<file path="src/logic/sas_pkg.sv">
// Shared constants, register layouts and state types of the converter sequencer.
package sas_pkg;

	// Structure of the block.
	localparam int NCONV        = 2;
	localparam int NCH          = 4;
	localparam int RES_W        = 8;

	// Conversion timing: least conversion time at the fastest converter clock.
	localparam int ADC_MAX_HZ   = 3_300_000;
	localparam int CONV_MIN_NS  = 3900;
	localparam int CONV_TICKS   = (CONV_MIN_NS * (ADC_MAX_HZ / 1000) + 999_999) / 1_000_000;
	localparam int SAMPLE_TICKS = CONV_TICKS - RES_W;
	localparam int PRE_DIV      = 4;

	localparam logic [3:0] SAMPLE_LAST = 4'(SAMPLE_TICKS - 1);
	localparam logic [1:0] PRE_LAST    = 2'(PRE_DIV - 1);
	localparam logic [2:0] MSB_BIT     = 3'h7;
	localparam logic [2:0] LIM_BIT     = 3'h4;
	localparam logic [2:0] LSB_BIT     = 3'h0;
	localparam logic [7:0] SAR_INIT    = 8'h80;
	localparam logic [7:0] BIT_ONE     = 8'h01;
	localparam logic [1:0] POS_LAST    = 2'h3;
	localparam logic [1:0] RES_DAC     = 2'h3;

	// Register indices within one converter's bank.
	localparam logic [3:0] REG_CTRL    = 4'h0;
	localparam logic [3:0] REG_CHAN    = 4'h1;
	localparam logic [3:0] REG_LIMHI   = 4'h2;
	localparam logic [3:0] REG_LIMLO   = 4'h3;
	localparam logic [3:0] REG_STAT    = 4'h4;
	localparam logic [3:0] REG_IEN     = 4'h5;
	localparam logic [3:0] REG_CLKDIV  = 4'h6;
	localparam logic [3:0] REG_CMD     = 4'h7;
	localparam logic [1:0] REG_RES_WIN = 2'h2;

	typedef enum logic [2:0] {
		MD_FIX_SINGLE,
		MD_FIX_CONT,
		MD_SCAN_SINGLE,
		MD_SCAN_CONT,
		MD_DUAL_CONT,
		MD_SINGLE_STEP
	} sas_mode_t;

	typedef enum logic [1:0] {ST_TIMER, ST_IMMEDIATE, ST_EDGE, ST_DUAL} sas_start_t;

	typedef enum logic [1:0] {PH_IDLE, PH_ARMED, PH_SAMPLE, PH_CONV} sas_phase_t;

	typedef struct packed {
		logic       rsv;
		logic       dac;
		logic       en;
		sas_start_t start;
		sas_mode_t  mode;
	} sas_ctrl_t;

	typedef struct packed {
		logic [1:0] second;
		logic [1:0] first;
		logic [3:0] mask;
	} sas_chan_t;

	typedef struct packed {
		logic [5:0] rsv;
		logic       lim;
		logic       done;
	} sas_ien_t;

	typedef struct packed {
		logic [4:0] rsv;
		logic       busy;
		logic       lim;
		logic       done;
	} sas_stat_t;

	typedef struct packed {
		logic [5:0] rsv;
		logic       stop;
		logic       start;
	} sas_cmd_t;

	typedef struct packed {
		logic       bank;
		logic       conv;
		logic [3:0] idx;
	} sas_addr_t;

	typedef struct packed {
		logic       wr;
		logic       rd;
		sas_addr_t  addr;
		logic [7:0] wdata;
	} sas_bus_t;

	typedef struct packed {
		logic [1:0] ch_sel;
		logic       sample;
		logic [7:0] dac_code;
		logic       dac_pin_en;
	} sas_ana_t;

	typedef struct packed {
		sas_ctrl_t       ctrl;
		sas_chan_t       chan;
		logic [7:0]      lim_hi;
		logic [7:0]      lim_lo;
		logic [2:0]      div;
		logic            done_ie;
		logic            lim_ie;
		logic            done_f;
		logic            lim_f;
		sas_phase_t      ph;
		logic            go;
		logic [3:0]      tcnt;
		logic [2:0]      dcnt;
		logic [7:0]      sar;
		logic [2:0]      bitn;
		logic            full_chk;
		logic [1:0]      ch;
		logic [1:0]      pos;
		logic [3:0][7:0] res;
		sas_ana_t        ana;
	} sas_conv_t;

	typedef struct packed {
		sas_conv_t [NCONV-1:0] cv;
		logic [1:0]            pre;
		logic                  edge_s1;
		logic                  edge_s2;
		logic                  edge_p;
		logic [NCONV-1:0]      comp_s1;
		logic [NCONV-1:0]      comp_s2;
		logic [7:0]            rdata;
		logic                  irq;
	} sas_state_t;

	// Lowest enabled channel at or above from; the top bit says one was found.
	function automatic logic [2:0] sas_scan_next(input logic [3:0] mask, input logic [2:0] from);
		logic [2:0] r;
		r = 3'h0;
		for (int k = NCH - 1; k >= 0; k--)
		begin
			if (mask[k] && (3'(k) >= from))
				r = {1'b1, 2'(k)};
		end
		return r;
	endfunction : sas_scan_next

	function automatic logic sas_is_scan(input sas_mode_t m);
		return (m == MD_SCAN_SINGLE) || (m == MD_SCAN_CONT) || (m == MD_SINGLE_STEP);
	endfunction : sas_is_scan

endpackage : sas_pkg

</file>
<file path="src/logic/sas_sequencer.sv">
// Sequencer and SAR control for two 4-channel 8-bit converters with common control.
//
// Functional notes
// - Each converter has four 8-bit result registers and a 4-input channel multiplexer.
// - Fixed single mode converts the chosen input once into its own result register.
// - Fixed continuous mode fills results 0 to 3 in turn, flagging every fourth.
// - Fixed and dual continuous modes wrap to result 0; continuous modes overwrite and run until software stops them.
// - Auto-scan single converts each enabled input once, flagging after the last.
// - Auto-scan continuous restarts from the lowest enabled input after flagging.
// - Dual continuous alternates two inputs into results 0 to 3, then flags.
// - Single-step converts one enabled input per start, flags, then waits.
// - Timer overflow starts a conversion; overflows during a conversion are ignored.
// - Immediate start begins at once and works with every operating mode; in single-step each such start restarts at the lowest enabled input.
// - Either edge on the trigger pin starts; edges during conversion are ignored.
// - Dual start launches both converters together from a trigger on either.
// - Upper four result bits are checked against the limit nibbles once resolved.
// - An in-range partial result is checked again in full after completion.
// - No limit event is raised while the limit interrupt enable is clear.
// - In DAC mode result register 3 drives the DAC onto the channel 3 pin.
// - A divider from 1 to 8 forms the converter clock.
// - A conversion takes at least the least time at the fastest converter clock.
// - The converter runs during processor idle and its interrupt wakes the processor.
// - In power-down the converter logic stops.
//
// Added by the designer: the placing of the registers and the plain strobed port.
`timescale 1ns/1ps
module sas_sequencer
(
	// Clock and reset.
	input  wire logic                            clock,
	input  wire logic                            rst,
	// Register port.
	input  wire sas_pkg::sas_bus_t               bus,
	output      logic [7:0]                      rd_data,
	// Start sources and power state.
	input  wire logic                            timer_ovf,
	input  wire logic                            edge_trigger_pin,
	input  wire logic                            power_down,
	// Analogue front end.
	input  wire logic [sas_pkg::NCONV-1:0]       comparator,
	output      sas_pkg::sas_ana_t [sas_pkg::NCONV-1:0] ana_out,
	// Interrupt request.
	output      logic                            irq
);

	localparam sas_pkg::sas_state_t STATE_RST = '0;

	sas_pkg::sas_state_t q;
	sas_pkg::sas_state_t d;

	logic                       pre_tick;
	logic                       edge_ev;
	logic                       dual_any;
	logic [sas_pkg::NCONV-1:0]  tick;
	logic [sas_pkg::NCONV-1:0]  own;
	logic [sas_pkg::NCONV-1:0]  strt;
	logic [sas_pkg::NCONV-1:0]  ctl_wr;

	assign pre_tick = (q.pre == sas_pkg::PRE_LAST);
	assign edge_ev  = q.edge_s2 ^ q.edge_p;
	assign dual_any = (q.cv[0].ctrl.en && (q.cv[0].ctrl.start == sas_pkg::ST_DUAL))
		|| (q.cv[1].ctrl.en && (q.cv[1].ctrl.start == sas_pkg::ST_DUAL));

	for (genvar g = 0; g < sas_pkg::NCONV; g++)
	begin : g_conv
		// Control writes restart or stop the converter and take priority over the engine.
		assign ctl_wr[g] = bus.wr && !bus.addr.bank && (bus.addr.conv == 1'(g))
			&& ((bus.addr.idx == sas_pkg::REG_CTRL) || (bus.addr.idx == sas_pkg::REG_CMD));
		// Converter clock enable; frozen in power-down.
		assign tick[g] = pre_tick && (q.cv[g].dcnt == q.cv[g].div) && !power_down;
		assign own[g] = (q.cv[g].ctrl.start == sas_pkg::ST_TIMER) ? timer_ovf
			: (q.cv[g].ctrl.start == sas_pkg::ST_EDGE) ? edge_ev
			: q.cv[g].go;
		// Starts are only heard while armed, so triggers during a conversion are ignored.
		assign strt[g] = (q.cv[g].ph == sas_pkg::PH_ARMED) && !power_down && !ctl_wr[g]
			&& (own[g] || (dual_any && own[1 - g]));
	end

	always_comb
	begin
		sas_pkg::sas_ctrl_t ctl;
		sas_pkg::sas_cmd_t  cmd;
		logic [7:0]         nv;
		logic [2:0]         nx;
		logic [1:0]         idx;
		logic               arm;
		logic               halt;
		logic               irq_v;
		logic [7:0]         rd_v;
		sas_pkg::sas_ien_t  ien;
		ctl   = '0;
		ien   = '0;
		cmd   = '0;
		nv    = '0;
		nx    = '0;
		idx   = '0;
		arm   = 1'b0;
		halt  = 1'b0;
		irq_v = 1'b0;
		rd_v  = '0;
		d = q;
		d.pre     = pre_tick ? '0 : q.pre + 2'h1;
		d.edge_s1 = edge_trigger_pin;
		d.edge_s2 = q.edge_s1;
		d.edge_p  = q.edge_s2;
		d.comp_s1 = comparator;
		d.comp_s2 = q.comp_s1;
		for (int i = 0; i < sas_pkg::NCONV; i++)
		begin
			arm  = 1'b0;
			halt = 1'b0;
			if (pre_tick && !power_down)
				d.cv[i].dcnt = (q.cv[i].dcnt == q.cv[i].div) ? '0 : q.cv[i].dcnt + 3'h1;
			// Register writes; flag clears come before the engine so that a new event wins.
			if (bus.wr && !bus.addr.bank && (bus.addr.conv == 1'(i)))
			begin
				case (bus.addr.idx)
					sas_pkg::REG_CTRL:
					begin
						ctl = sas_pkg::sas_ctrl_t'(bus.wdata);
						d.cv[i].ctrl = ctl;
						arm  = ctl.en;
						halt = !ctl.en;
					end
					sas_pkg::REG_CHAN:   d.cv[i].chan = sas_pkg::sas_chan_t'(bus.wdata);
					sas_pkg::REG_LIMHI:  d.cv[i].lim_hi = bus.wdata;
					sas_pkg::REG_LIMLO:  d.cv[i].lim_lo = bus.wdata;
					sas_pkg::REG_STAT:
					begin
						d.cv[i].done_f = q.cv[i].done_f && !bus.wdata[0];
						d.cv[i].lim_f  = q.cv[i].lim_f && !bus.wdata[1];
					end
					sas_pkg::REG_IEN:
					begin
						ien = sas_pkg::sas_ien_t'(bus.wdata);
						d.cv[i].done_ie = ien.done;
						d.cv[i].lim_ie  = ien.lim;
					end
					sas_pkg::REG_CLKDIV: d.cv[i].div = bus.wdata[2:0];
					sas_pkg::REG_CMD:
					begin
						cmd  = sas_pkg::sas_cmd_t'(bus.wdata);
						arm  = cmd.start && q.cv[i].ctrl.en;
						halt = cmd.stop;
					end
					default:
					begin
						if (bus.addr.idx == {sas_pkg::REG_RES_WIN, sas_pkg::RES_DAC})
							d.cv[i].res[sas_pkg::RES_DAC] = bus.wdata;
					end
				endcase
			end
			if (arm && !halt)
			begin
				nx = sas_pkg::sas_scan_next(d.cv[i].chan.mask, 3'h0);
				d.cv[i].ch  = sas_pkg::sas_is_scan(d.cv[i].ctrl.mode) ? nx[1:0] : d.cv[i].chan.first;
				d.cv[i].pos = '0;
				d.cv[i].go  = (d.cv[i].ctrl.start == sas_pkg::ST_IMMEDIATE)
					|| (d.cv[i].ctrl.start == sas_pkg::ST_DUAL);
				d.cv[i].ph  = (sas_pkg::sas_is_scan(d.cv[i].ctrl.mode) && !nx[2])
					? sas_pkg::PH_IDLE : sas_pkg::PH_ARMED;
				d.cv[i].ana.sample = 1'b0;
			end
			if (halt)
			begin
				d.cv[i].ph = sas_pkg::PH_IDLE;
				d.cv[i].go = 1'b0;
				d.cv[i].ana.sample = 1'b0;
			end
			// Conversion engine.
			if (!ctl_wr[i])
			begin
				unique case (q.cv[i].ph)
					sas_pkg::PH_IDLE:
					begin
						d.cv[i].go = 1'b0;
					end
					sas_pkg::PH_ARMED:
					begin
						if (strt[i])
						begin
							d.cv[i].ph = sas_pkg::PH_SAMPLE;
							d.cv[i].go = 1'b0;
							d.cv[i].tcnt = '0;
							d.cv[i].ana.sample = 1'b1;
						end
					end
					sas_pkg::PH_SAMPLE:
					begin
						if (tick[i] && (q.cv[i].tcnt == sas_pkg::SAMPLE_LAST))
						begin
							d.cv[i].ph = sas_pkg::PH_CONV;
							d.cv[i].ana.sample = 1'b0;
							d.cv[i].sar = sas_pkg::SAR_INIT;
							d.cv[i].bitn = sas_pkg::MSB_BIT;
							d.cv[i].full_chk = 1'b1;
						end
						else if (tick[i])
							d.cv[i].tcnt = q.cv[i].tcnt + 4'h1;
					end
					sas_pkg::PH_CONV:
					begin
						if (tick[i])
						begin
							// Keep the trial bit only when the input lies at or above the DAC level.
							nv = q.comp_s2[i] ? q.cv[i].sar
								: q.cv[i].sar & ~(sas_pkg::BIT_ONE << q.cv[i].bitn);
							if ((q.cv[i].bitn == sas_pkg::LIM_BIT)
								&& ((nv[7:4] > q.cv[i].lim_hi[7:4]) || (nv[7:4] < q.cv[i].lim_lo[7:4])))
							begin
								d.cv[i].full_chk = 1'b0;
								if (q.cv[i].lim_ie)
									d.cv[i].lim_f = 1'b1;
							end
							if (q.cv[i].bitn != sas_pkg::LSB_BIT)
							begin
								d.cv[i].sar = nv | (sas_pkg::BIT_ONE << (q.cv[i].bitn - 3'h1));
								d.cv[i].bitn = q.cv[i].bitn - 3'h1;
							end
							else
							begin
								d.cv[i].sar = nv;
								if (q.cv[i].full_chk && q.cv[i].lim_ie
									&& ((nv > q.cv[i].lim_hi) || (nv < q.cv[i].lim_lo)))
									d.cv[i].lim_f = 1'b1;
								idx = ((q.cv[i].ctrl.mode == sas_pkg::MD_FIX_CONT)
									|| (q.cv[i].ctrl.mode == sas_pkg::MD_DUAL_CONT)) ? q.cv[i].pos : q.cv[i].ch;
								d.cv[i].res[idx] = nv;
								nx = sas_pkg::sas_scan_next(q.cv[i].chan.mask, {1'b0, q.cv[i].ch} + 3'h1);
								d.cv[i].ph = sas_pkg::PH_SAMPLE;
								unique case (q.cv[i].ctrl.mode)
									sas_pkg::MD_FIX_SINGLE:
									begin
										d.cv[i].done_f = 1'b1;
										d.cv[i].ph = sas_pkg::PH_IDLE;
									end
									sas_pkg::MD_FIX_CONT:
									begin
										d.cv[i].pos = q.cv[i].pos + 2'h1;
										if (q.cv[i].pos == sas_pkg::POS_LAST)
											d.cv[i].done_f = 1'b1;
									end
									sas_pkg::MD_SCAN_SINGLE:
									begin
										if (nx[2])
											d.cv[i].ch = nx[1:0];
										else
										begin
											d.cv[i].done_f = 1'b1;
											d.cv[i].ph = sas_pkg::PH_IDLE;
										end
									end
									sas_pkg::MD_SCAN_CONT:
									begin
										if (!nx[2])
										begin
											d.cv[i].done_f = 1'b1;
											nx = sas_pkg::sas_scan_next(q.cv[i].chan.mask, 3'h0);
										end
										d.cv[i].ch = nx[1:0];
									end
									sas_pkg::MD_DUAL_CONT:
									begin
										d.cv[i].pos = q.cv[i].pos + 2'h1;
										d.cv[i].ch = q.cv[i].pos[0] ? q.cv[i].chan.first : q.cv[i].chan.second;
										if (q.cv[i].pos == sas_pkg::POS_LAST)
											d.cv[i].done_f = 1'b1;
									end
									sas_pkg::MD_SINGLE_STEP:
									begin
										d.cv[i].done_f = 1'b1;
										d.cv[i].ph = sas_pkg::PH_ARMED;
										if (!nx[2])
											nx = sas_pkg::sas_scan_next(q.cv[i].chan.mask, 3'h0);
										d.cv[i].ch = nx[1:0];
									end
									default:
									begin
										d.cv[i].ph = sas_pkg::PH_IDLE;
									end
								endcase
								if (d.cv[i].ph == sas_pkg::PH_SAMPLE)
								begin
									d.cv[i].tcnt = '0;
									d.cv[i].ana.sample = 1'b1;
								end
							end
						end
					end
				endcase
			end
			d.cv[i].ana.ch_sel = d.cv[i].ch;
			d.cv[i].ana.dac_code = d.cv[i].ctrl.dac ? d.cv[i].res[sas_pkg::RES_DAC] : d.cv[i].sar;
			d.cv[i].ana.dac_pin_en = d.cv[i].ctrl.dac && d.cv[i].ctrl.en;
			// Request stays active in processor idle, which is what wakes it.
			irq_v = irq_v || (d.cv[i].done_f && d.cv[i].done_ie)
				|| (d.cv[i].lim_f && d.cv[i].lim_ie);
			if (bus.rd && !bus.addr.bank && (bus.addr.conv == 1'(i)))
			begin
				case (bus.addr.idx)
					sas_pkg::REG_CTRL:   rd_v = q.cv[i].ctrl;
					sas_pkg::REG_CHAN:   rd_v = q.cv[i].chan;
					sas_pkg::REG_LIMHI:  rd_v = q.cv[i].lim_hi;
					sas_pkg::REG_LIMLO:  rd_v = q.cv[i].lim_lo;
					sas_pkg::REG_STAT:   rd_v = sas_pkg::sas_stat_t'({5'h0,
						(q.cv[i].ph == sas_pkg::PH_SAMPLE) || (q.cv[i].ph == sas_pkg::PH_CONV),
						q.cv[i].lim_f, q.cv[i].done_f});
					sas_pkg::REG_IEN:    rd_v = {6'h0, q.cv[i].lim_ie, q.cv[i].done_ie};
					sas_pkg::REG_CLKDIV: rd_v = {5'h0, q.cv[i].div};
					default:
					begin
						if (bus.addr.idx[3:2] == sas_pkg::REG_RES_WIN)
							rd_v = q.cv[i].res[bus.addr.idx[1:0]];
					end
				endcase
			end
		end
		d.irq   = irq_v;
		d.rdata = rd_v;
	end

	always_ff @(posedge clock)
	begin
		if (rst)
			q <= STATE_RST;
		else
			q <= d;
	end

	assign rd_data = q.rdata;
	assign irq     = q.irq;
	assign ana_out = {q.cv[1].ana, q.cv[0].ana};
endmodule : sas_sequencer

</file>
<file path="config.mk">
export PLATFORM = sky130hd
export DESIGN_NAME = sas_sequencer
export DESIGN_NICKNAME = d
export VERILOG_FILES = /design/src/logic/sas_pkg.sv /design/src/logic/sas_sequencer.sv
export SDC_FILE = /design/constraint.sdc
export NUM_CORES = 1
export LEC_CHECK = 0
export ABC_CLOCK_PERIOD_IN_PS = 2400
export BUFFER_PORTS_ARGS = -buffer_cell sky130_fd_sc_hd__buf_2
export CORE_MARGIN = 5
export CORE_UTILIZATION = 30
export DETAILED_ROUTE_END_ITERATION = 8
export PLACE_DENSITY_LB_ADDON = 0.15
export SYNTH_ARGS = -nofsm -noshare
export SYNTH_HDL_FRONTEND = slang
export SYNTH_SLANG_ARGS = --single-unit
</file>
<file path="constraint.sdc">
create_clock -name clock -period 2.4 [get_ports clock]
set_input_delay 0.12 -clock clock [delete_from_list [all_inputs] [get_ports clock]]
set_output_delay 0.12 -clock clock [all_outputs]
set_load 0.005 [all_outputs]
</file>
## After elaboration in Yosys (flattened, before gate mapping)

Index checks and enable logic that the tools add are counted.

| storage, ports and cells | value |
|---|---|
| flip-flop bits (word level) | 232 |
| bits in latches | 0 |
| memory bits (writable) | 0 |
| bits in read-only memories | 0 |
| input port bits | 23 |
| memories kept | 0 |

| cells by class | value |
|---|---|
| add/sub/neg operators | 11 |
| multipliers | 0 |
| divide/modulo/power cells | 0 |
| order comparisons | 21 |
| equality and inequality tests | 68 |
| shift operators | 4 |
| muxes and demuxes | 199 |
| bitwise logic cells | 12 |
| reduce and logical (&&, ||, !) cells | 132 |

Operator list:

| operator | count |
|---|---|
| two-way mux 8 bit | 26 |
| two-way mux 48 bit | 4 |
| two-way mux 36 bit | 4 |
| one-hot mux 8 bit (7 select lines) | 2 |
| two-way mux 3 bit | 36 |
| two-way mux 2 bit | 38 |
| two-way mux 38 bit | 2 |
| bitwise mux 32 bit | 2 |
| two-way mux 4 bit | 16 |
| logical AND 1 bit | 57 |
| one-hot mux 12 bit (2 select lines) | 2 |
| two-way mux 1 bit | 38 |
| inequality test 2 bit, second input constant | 18 |
| one-hot mux 2 bit (3 select lines) | 6 |
| binary-select mux 8 bit (select 2 bit) | 2 |
| demux 8 bit (select 2 bit) | 2 |
| equality test 2 bit, second input constant | 16 |
| << shifter 1 x 3 -> 8 bit, first input constant | 4 |
| two-way mux 7 bit | 4 |
| equality test 3 x 2 -> 1 bit, second input constant | 8 |
| equality test 3 bit, second input constant | 8 |
| equality test 4 x 3 -> 1 bit, second input constant | 6 |
| two-way mux 12 bit | 2 |
| one-hot mux 4 bit (3 select lines) | 2 |
| 41 further kinds | 142 |

## Depth between registers and ports, before layout

Gate-level depths: netlist (run 1).

| depth | value |
|---|---|
| depth after elaboration | 27 |
| mapped depth | 14 |
| depth with buffers taken out | 13 |

## Least setup slack after synthesis (run 1)

Ideal clock, no wire load.

| timing path | value |
|---|---|
| kind | reg-to-reg |
| start | reg q[69] (netlist bit) |
| end | reg q (netlist bit irq) |
| setup time | 0.145 ns |
| arrival | 2.335 ns |
| required time | 2.255 ns |
| slack | -0.080 ns |
| cell stages (with the launch flop) | 12 |
| path buffers | 1 |
| period minus slack after synthesis | 2.480 ns |
| cells stage by stage | dfxtp_1 clkbuf_1 nor2_1 a21boi_1 ha_1 and3_1 o311ai_0 a21oi_1 o2111ai_1 nand3_1 a32oi_1 o311ai_0 |

| on the way | value |
|---|---|
| word-level cells in the longest chain between the ends | 17 |
| elaborated cells between the ends (all ways) | 25 |
| those cells by class | order compare (4); eq/ne (1); shift (1); mux (7); bitwise (2); reduce/logical (10) |

RTL lines:

| element | RTL line | source |
|---|---|---|
| start, declared | sas_sequencer.sv:48 | `sas_pkg::sas_state_t q;` |
| start signal, assigned | sas_sequencer.sv:325 | `q <= STATE_RST;` |
| start signal, assigned | sas_sequencer.sv:327 | `q <= d;` |
| << shifter 1 x 3 -> 8 bit | sas_sequencer.sv:207 | `: q.cv[i].sar & ~(sas_pkg::BIT_ONE << q.cv[i].bitn);` |
| NOT 8 bit | sas_sequencer.sv:207 |  |
| bitwise AND 8 bit | sas_sequencer.sv:207 |  |
| two-way mux 8 bit | sas_sequencer.sv:206 | `nv = q.comp_s2[i] ? q.cv[i].sar` |
| greater-than comparator 4 bit / less-than comparator 4 bit (equally long branches) | sas_sequencer.sv:209 | `&& ((nv[7:4] > q.cv[i].lim_hi[7:4]) \|\| (nv[7:4] < q.cv[i].lim_lo[7:4])))` |
| logical OR 1 bit | sas_sequencer.sv:209 |  |
| logical AND 1 bit | sas_sequencer.sv:209 |  |
| two-way mux 1 bit | sas_sequencer.sv:208 | `if ((q.cv[i].bitn == sas_pkg::LIM_BIT)` |
| two-way mux 1 bit | sas_sequencer.sv:223 | `if (q.cv[i].full_chk && q.cv[i].lim_ie` |
| two-way mux 4 bit (*) | sas_sequencer.sv:215 | `if (q.cv[i].bitn != sas_pkg::LSB_BIT)` |
| two-way mux 4 bit (*) | sas_sequencer.sv:203 | `if (tick[i])` |
| two-way mux 2 bit (*) | sas_sequencer.sv:173 | `unique case (q.cv[i].ph)` |
| two-way mux 9 bit (*) | sas_sequencer.sv:171 | `if (!ctl_wr[i])` |
| logical AND 1 bit | sas_sequencer.sv:297 | `\|\| (d.cv[i].lim_f && d.cv[i].lim_ie);` |
| logical OR 1 bit (*) | sas_sequencer.sv:297 |  |
| logical OR 1 bit (*) | sas_sequencer.sv:296 | `irq_v = irq_v \|\| (d.cv[i].done_f && d.cv[i].done_ie)` |
| logical OR 1 bit (*) | sas_sequencer.sv:297 |  |

Every way passes the cells marked *; elsewhere a longest branch is shown, timed or not.
A chain may end at the register's enable or synchronous reset.

## Final worst setup path (run 1)

| timing path | value |
|---|---|
| start | reg q[69] (netlist bit) |
| end | reg q[66] (netlist bit) |

| on the way | value |
|---|---|
| word-level cells in the longest chain between the ends | 9 |
| elaborated cells between the ends (all ways) | 11 |
| those cells by class | order compare (2); eq/ne (2); shift (1); mux (1); bitwise (2); reduce/logical (3) |

RTL lines:

| element | RTL line |
|---|---|
| << shifter 1 x 3 -> 8 bit | sas_sequencer.sv:207 |
| NOT 8 bit | sas_sequencer.sv:207 |
| bitwise AND 8 bit | sas_sequencer.sv:207 |
| two-way mux 8 bit | sas_sequencer.sv:206 |
| greater-than comparator 4 bit / less-than comparator 4 bit (equally long branches) | sas_sequencer.sv:209 |
| logical OR 1 bit | sas_sequencer.sv:209 |
| logical AND 1 bit (*) | sas_sequencer.sv:209 |
| inequality test 2 bit (no line) (*) | - |
| AND reduction 5 bit (no line) (*) | - |

Marked as above.

==> flow_summary.json, run 1 <==
{
  "r2r_cells": 12,
  "grt_pass1_vias": 11400,
  "multiInputGateArea_sq_um": 7670,
  "holdWs_ps": 24.4,
  "start_kind": "register",
  "power_density_nw_per_um2": 526,
  "hold_violations": 0,
  "reg2reg_slack_ps": 20,
  "register_area_sq_um": 4660,
  "pin_count": 56,
  "grt_overflow_total": 0,
  "cp_cell_sequence": "nor2b_4, a21boi_2, ha_1, buf_6, nand3_2, or3_1, o22ai_2, a31oi_2, buf_4, a31o_4, nand2_2, a21oi_2",
  "yosysSeqAreaShare_pct": 36.4,
  "final_nets": 1801,
  "cp_max_fo": 4,
  "cts_buffer_depth": 3,
  "cts_made_buffers": 28,
  "drtPass1Iterations": 7,
  "cp_top_family": "simple AND/OR/NAND/NOR gates",
  "rows": 75,
  "ys_async_sr_fraction_pct": 0,
  "finalCritPeriodShare_pct": 99.0,
  "end_kind": "register",
  "reg2reg_to": "q[66]",
  "cp_data_required_time_ps": 2820,
  "ys_warn_count": 0,
  "outcome": "finished clean",
  "min_path_cells": 2,
  "synth_edf_count": 0,
  "critical_path_arrival_ps": 2790,
  "dp_hpwl_microns": 34700,
  "grt_pass1_wl_microns": 69600,
  "busiest_layer": "met2",
  "ctsRootBufferMaster": "clkbuf_16",
  "rsz0062_at_grt": "yes",
  "ant_nets": 0,
  "die-area_sq_um": 46700,
  "worst-path-buf-inv": 2,
  "core_sq_um": 42000,
  "grtUsageMet3_pct": 2.99,
  "clkTransAtPathRegs_ps": 60,
  "drc_errors": 0,
  "viasPerCell": 5.21,
  "antenna_cells": 0,
  "port_buffers": 55,
  "areaGrowthSynthToFinish_pct": 27.1,
  "start_util_pct": 30.3,
  "path_class": "register to register",
  "max_stage_delay_ps": 400,
  "track_usage_pct": 18.9,
  "relSlewSlack_pct": 16.4,
  "worst_pin_slew_ps": 1250,
  "grt_use_met2_pct": 31.5,
  "cts-htree-levels": 1,
  "drt-initial-drc-count": 748,
  "layout_commonest_cell": "dfxtp_1",
  "setup_violations": 0,
  "synth_cells": 1546,
  "synth_area_leader_cell": "dfxtp_1",
  "antenna_found_initial": 1,
  "maxCapViolations": 0,
  "hold-path-endpoint": "q[115]",
  "synth.cell_area_sq_um": 12700,
  "slew_violations": 0,
  "die_h_microns": 216,
  "cts_tree": "done",
  "clkLatencyLatePin_ps": 560,
  "wl_microns": 46200,
  "period_needed_ps": 2380,
  "min_from": "rst",
  "fp.dieW_microns": 216,
  "vias": 11900,
  "nFillCells": 4340,
  "synth-seq-cells": 232,
  "synthFlopType": "dfxtp_1",
  "clkSinkCount": 232,
  "grt_start_max_net_pins": 67,
  "tns_ps": 0,
  "p_leak_nw": 6.24,
  "drive_gt1_share_pct": 24.5,
  "hold_class": "primary input to register",
  "synthTopCellsByArea": "dfxtp_1 (36%), nand2_1 (6.4%), mux2i_1 (5.7%)",
  "finClkSkew_ps": 9.78,
  "postSynthAreaPerCell_sq_um": 8.25,
  "layout_common_cells": "dfxtp_1 (226), nand2_1 (214), buf_4 (187)",
  "reg2reg_from": "q[69]",
  "synth.top_cell.area_share_pct": 36.4,
  "syn-num-nets": 1623,
  "met1_usage_pct": 25.1,
  "clock.fmax_mhz": 421,
  "gp_congestion": 0.905,
  "vdd_drop_max_mv": 0.456,
  "routedWlPerCell_microns": 20.2,
  "synthDistinctLibCells": 77,
  "slowest_stage": "or3_1"
}
-- area by class of cell --
| type | count | area share (%) |
|---|---|---|
| Sequential cell | 232 | 28.8 |
| Multi-Input combinational cell | 1131 | 47.4 |
| Timing Repair Buffer | 267 | 12.6 |
| Clock buffer | 41 | 5.44 |
| Inverter | 64 | 1.50 |
| Tap cell | 539 | 4.16 |
| Clock inverter | 6 | 0.201 |
-- power breakdown --
part           total, mW  leakage, nW  switching, mW  internal, mW
Combinational      0.431         3.91          0.283         0.148
Clock               4.20        0.457           1.70          2.50
Sequential          3.88         1.87         0.0162          3.87
-- how the worst max path moves through the flow --
stage,depth (start not counted),start,endpoint,slack [ps]
final,12,q[69],q[66],20
after global routing,12,q[69],q[66],-70
after global placement,11,q[67],irq,-90
after CTS,10,q[67],irq,-20
after detailed placement,9,q[9],irq,-150
after floorplan,11,q[178],irq,5
-- synth_stat cells, drive strengths merged (9+ instances only) --
cell type  instances
nand2b            18
nor4              18
nor3              24
nand3             55
a21oi            132
xor2               9
inv               64
mux2              16
mux2i             72
dfxtp            232
o21ai             44
a31oi             22
buf               41
mux4              16
a211oi            17
nand2            216
a21boi            13
nand4             10
a2bb2oi           15
nor2             146
ha                54
a21o               9
a22oi             37
o31ai             10
clkbuf            78
nor2b             38
-- timing repair --
action,CTS,global route
pin swaps,2,28
buffers inserted,2,5
setup endpoints to repair,11,46
cloned,0,0
endpoints found under the hold margin,33,0
hold buffers,11,0
gates resized for setup,15,62
-- cells by family after synthesis --
logic type               synth area share [%]
AND/OR/NAND/NOR                          21.7
AO/OA/AOI/OAI                            19.2
flip-flops                               36.4
buffers and inverters                    6.38
multiplexers                             9.89
adder cells (fa/ha/maj)                  5.30
XOR/XNOR                                 1.10
-- layer usage --
layer / share of wire (%) / vias up
met5: 0.017 / -
met4: 3.7 / 2
met3: 4.8 / 78
met2: 47 / 282
met1: 44 / 5680
li1: - / 5834
-- through the flow --
step                utilization (%)  setup slack [ps]  power [mW]  instance area [sq um]  cells
floorplan                         -              4.53        4.18                  12800   1546
global route                   38.5             -67.3        8.81                  16200   2280
global placement               35.1             -91.6        4.37                  14800   2215
detailed placement             35.1              -151        4.38                  14800   2215
finish                         38.5              23.1        8.52                  16200   2280
CTS                            37.7             -16.1        8.63                  15900   2275
Power figures use the tool's default switching activity.
==> run 2, diff against run 1 <==
--- a/config.mk
+++ b/config.mk
@@ -8,7 +8,7 @@
 export ABC_CLOCK_PERIOD_IN_PS = 2400
 export BUFFER_PORTS_ARGS = -buffer_cell sky130_fd_sc_hd__buf_2
 export CORE_MARGIN = 5
-export CORE_UTILIZATION = 30
+export CORE_UTILIZATION = 32
 export DETAILED_ROUTE_END_ITERATION = 8
 export PLACE_DENSITY_LB_ADDON = 0.15
 export SYNTH_ARGS = -nofsm -noshare
==> flow_summary.json, run 2 (synthesized netlist as in run 1, its figures left out) <==
{
  "outcome": "complete, but fails checks",
  "violations": "negative setup slack",
  "reg2reg_slack_ps": -50,
  "fin_total_pwr_mw": 8.51,
  "clkSinkCount": 232,
  "cts_tree": "done",
  "wl_microns": 46500,
  "pin_count": 56,
  "multiInputGateArea_sq_um": 7630,
  "p_leak_nw": 6.21,
  "clkLatencyLatePin_ps": 560,
  "dpl_cell_area_sq_um": 14800,
  "maxCapViolations": 0,
  "grtUsageMet3_pct": 2.90,
  "dp_hpwl_microns": 35100,
  "tns_ps": -55.0,
  "ant_nets": 0,
  "drc_errors": 0,
  "cp_data_required_time_ps": 2820,
  "antenna_found_initial": 3,
  "vias": 11900,
  "grt_start_max_net_pins": 71,
  "cts-htree-levels": 1,
  "setup_violations": 1,
  "start_kind": "register",
  "power_density_nw_per_um2": 529,
  "routedWlPerCell_microns": 20.5,
  "finClkSkew_ps": 12.0,
  "clock.fmax_mhz": 407,
  "drt-initial-drc-count": 795,
  "core_sq_um": 39500,
  "worst_pin_slew_ps": 1220,
  "rows": 73,
  "drtPass1Iterations": 5,
  "met1_usage_pct": 27.0,
  "ctsRootBufferMaster": "clkbuf_16",
  "grt_use_met2_pct": 34.8,
  "grt_overflow_total": 0,
  "final_nets": 1799,
  "cp_max_fo": 3,
  "start_util_pct": 32.2,
  "register_area_sq_um": 4660,
  "grt_pass1_wl_microns": 71600,
  "dp.cells": 2203,
  "cts_buffer_depth": 3,
  "final_util_pct": 40.7,
  "cts_made_buffers": 27,
  "gp_congestion": 0.892,
  "areaGrowthSynthToFinish_pct": 26.2,
  "busiest_layer": "met2",
  "fin_ws_ps": -55.0,
  "finalCritPeriodShare_pct": 102,
  "layout_common_cells": "dfxtp_1 (226), nand2_1 (215), buf_4 (190)",
  "vdd_drop_max_mv": 0.492,
  "fp.dieW_microns": 210,
  "viasPerCell": 5.24,
  "drive_gt1_share_pct": 24.3,
  "grt_pass1_vias": 12000,
  "slew_violations": 0,
  "holdWs_ps": 31.2,
  "place_ws_ps": -237,
  "die_h_microns": 210,
  "hold_violations": 0,
  "track_usage_pct": 20.6,
  "layout_commonest_cell": "dfxtp_1",
  "end_kind": "register",
  "hold_class": "primary input to register",
  "design_area_sq_um": 16100,
  "finalNonFillerCells": 2265,
  "port_buffers": 55,
  "period_needed_ps": 2450,
  "critical_path_arrival_ps": 2880,
  "relSlewSlack_pct": 18.3,
  "clkTransAtPathRegs_ps": 70,
  "die-area_sq_um": 43900,
  "path_class": "register to register",
  "rsz0062_at_grt": "yes",
  "nFillCells": 4052
}
[run 2: cell types whose count changed in the layout (fill, tap and decap cells not counted), moves of 3 or more]
cell       delta
inv_2         -3
ha_1          +3
o21ai_1       +3
ha_4          -3
bufinv_16     +3
clkinv_2      +5
clkbuf_8      -7
buf_4         +3
nor2_2        +3
[run 2: worst max-delay path: stages, from the launching register on]
cell and delay, ps:
dfxtp_4 370, inv_4 50, ha_2 210, a21boi_2 190, ha_1 280, a21o_1 180, a21oi_2 160, o21ai_0 110
o2111ai_1 200, nand3_1 130, a32oi_2 310, o311ai_1 130
[run 2: path summary, 6_finish.rpt]
check / cells after the start / end / startpoint
worst max-delay path: 11 / irq / q[67]
worst min-delay path: 2 / q[89] / rst
worst max register to register: 11 / irq / q[67]
worst min register to register: 1 / d[13] / d[14]
[run 2: area by class of cell]
| class | count | share of cell area [%] |
|---|---|---|
| clock inverter | 14 | 0.918 |
| antenna | 1 | 0.0156 |
| sequential | 232 | 29.0 |
| clock buffer | 32 | 4.57 |
| timing repair buffer | 266 | 12.5 |
| multi-input combinational | 1131 | 47.4 |
| tap | 525 | 4.08 |
| inverter | 64 | 1.54 |
[run 2: what timing repair did]
action | 4_1_cts | 5_1_grt
setup endpoints to repair | 14 | 59
gates resized for setup | 24 | 51
pin swaps | 5 | 23
hold buffers | 10 | 0
setup buffers | 2 | 3
hold endpoints to repair | 32 | 0
[run 2: where the power goes]
| part | switching [mW] | internal (mW) | total, mW |
|---|---|---|---|
| Combinational | 0.285 | 0.148 | 0.433 |
| Sequential | 0.0135 | 3.87 | 3.88 |
| Clock | 1.72 | 2.48 | 4.20 |
| Total | 2.02 | 6.49 | 8.51 |
[run 2: layer usage]
layer  vias to the layer above  share of wire [%]
li1                       5841                  -
met1                      5725                 45
met2                       225                 48
met3                        77                3.9
met4                         2                3.7
met5                         -              0.015
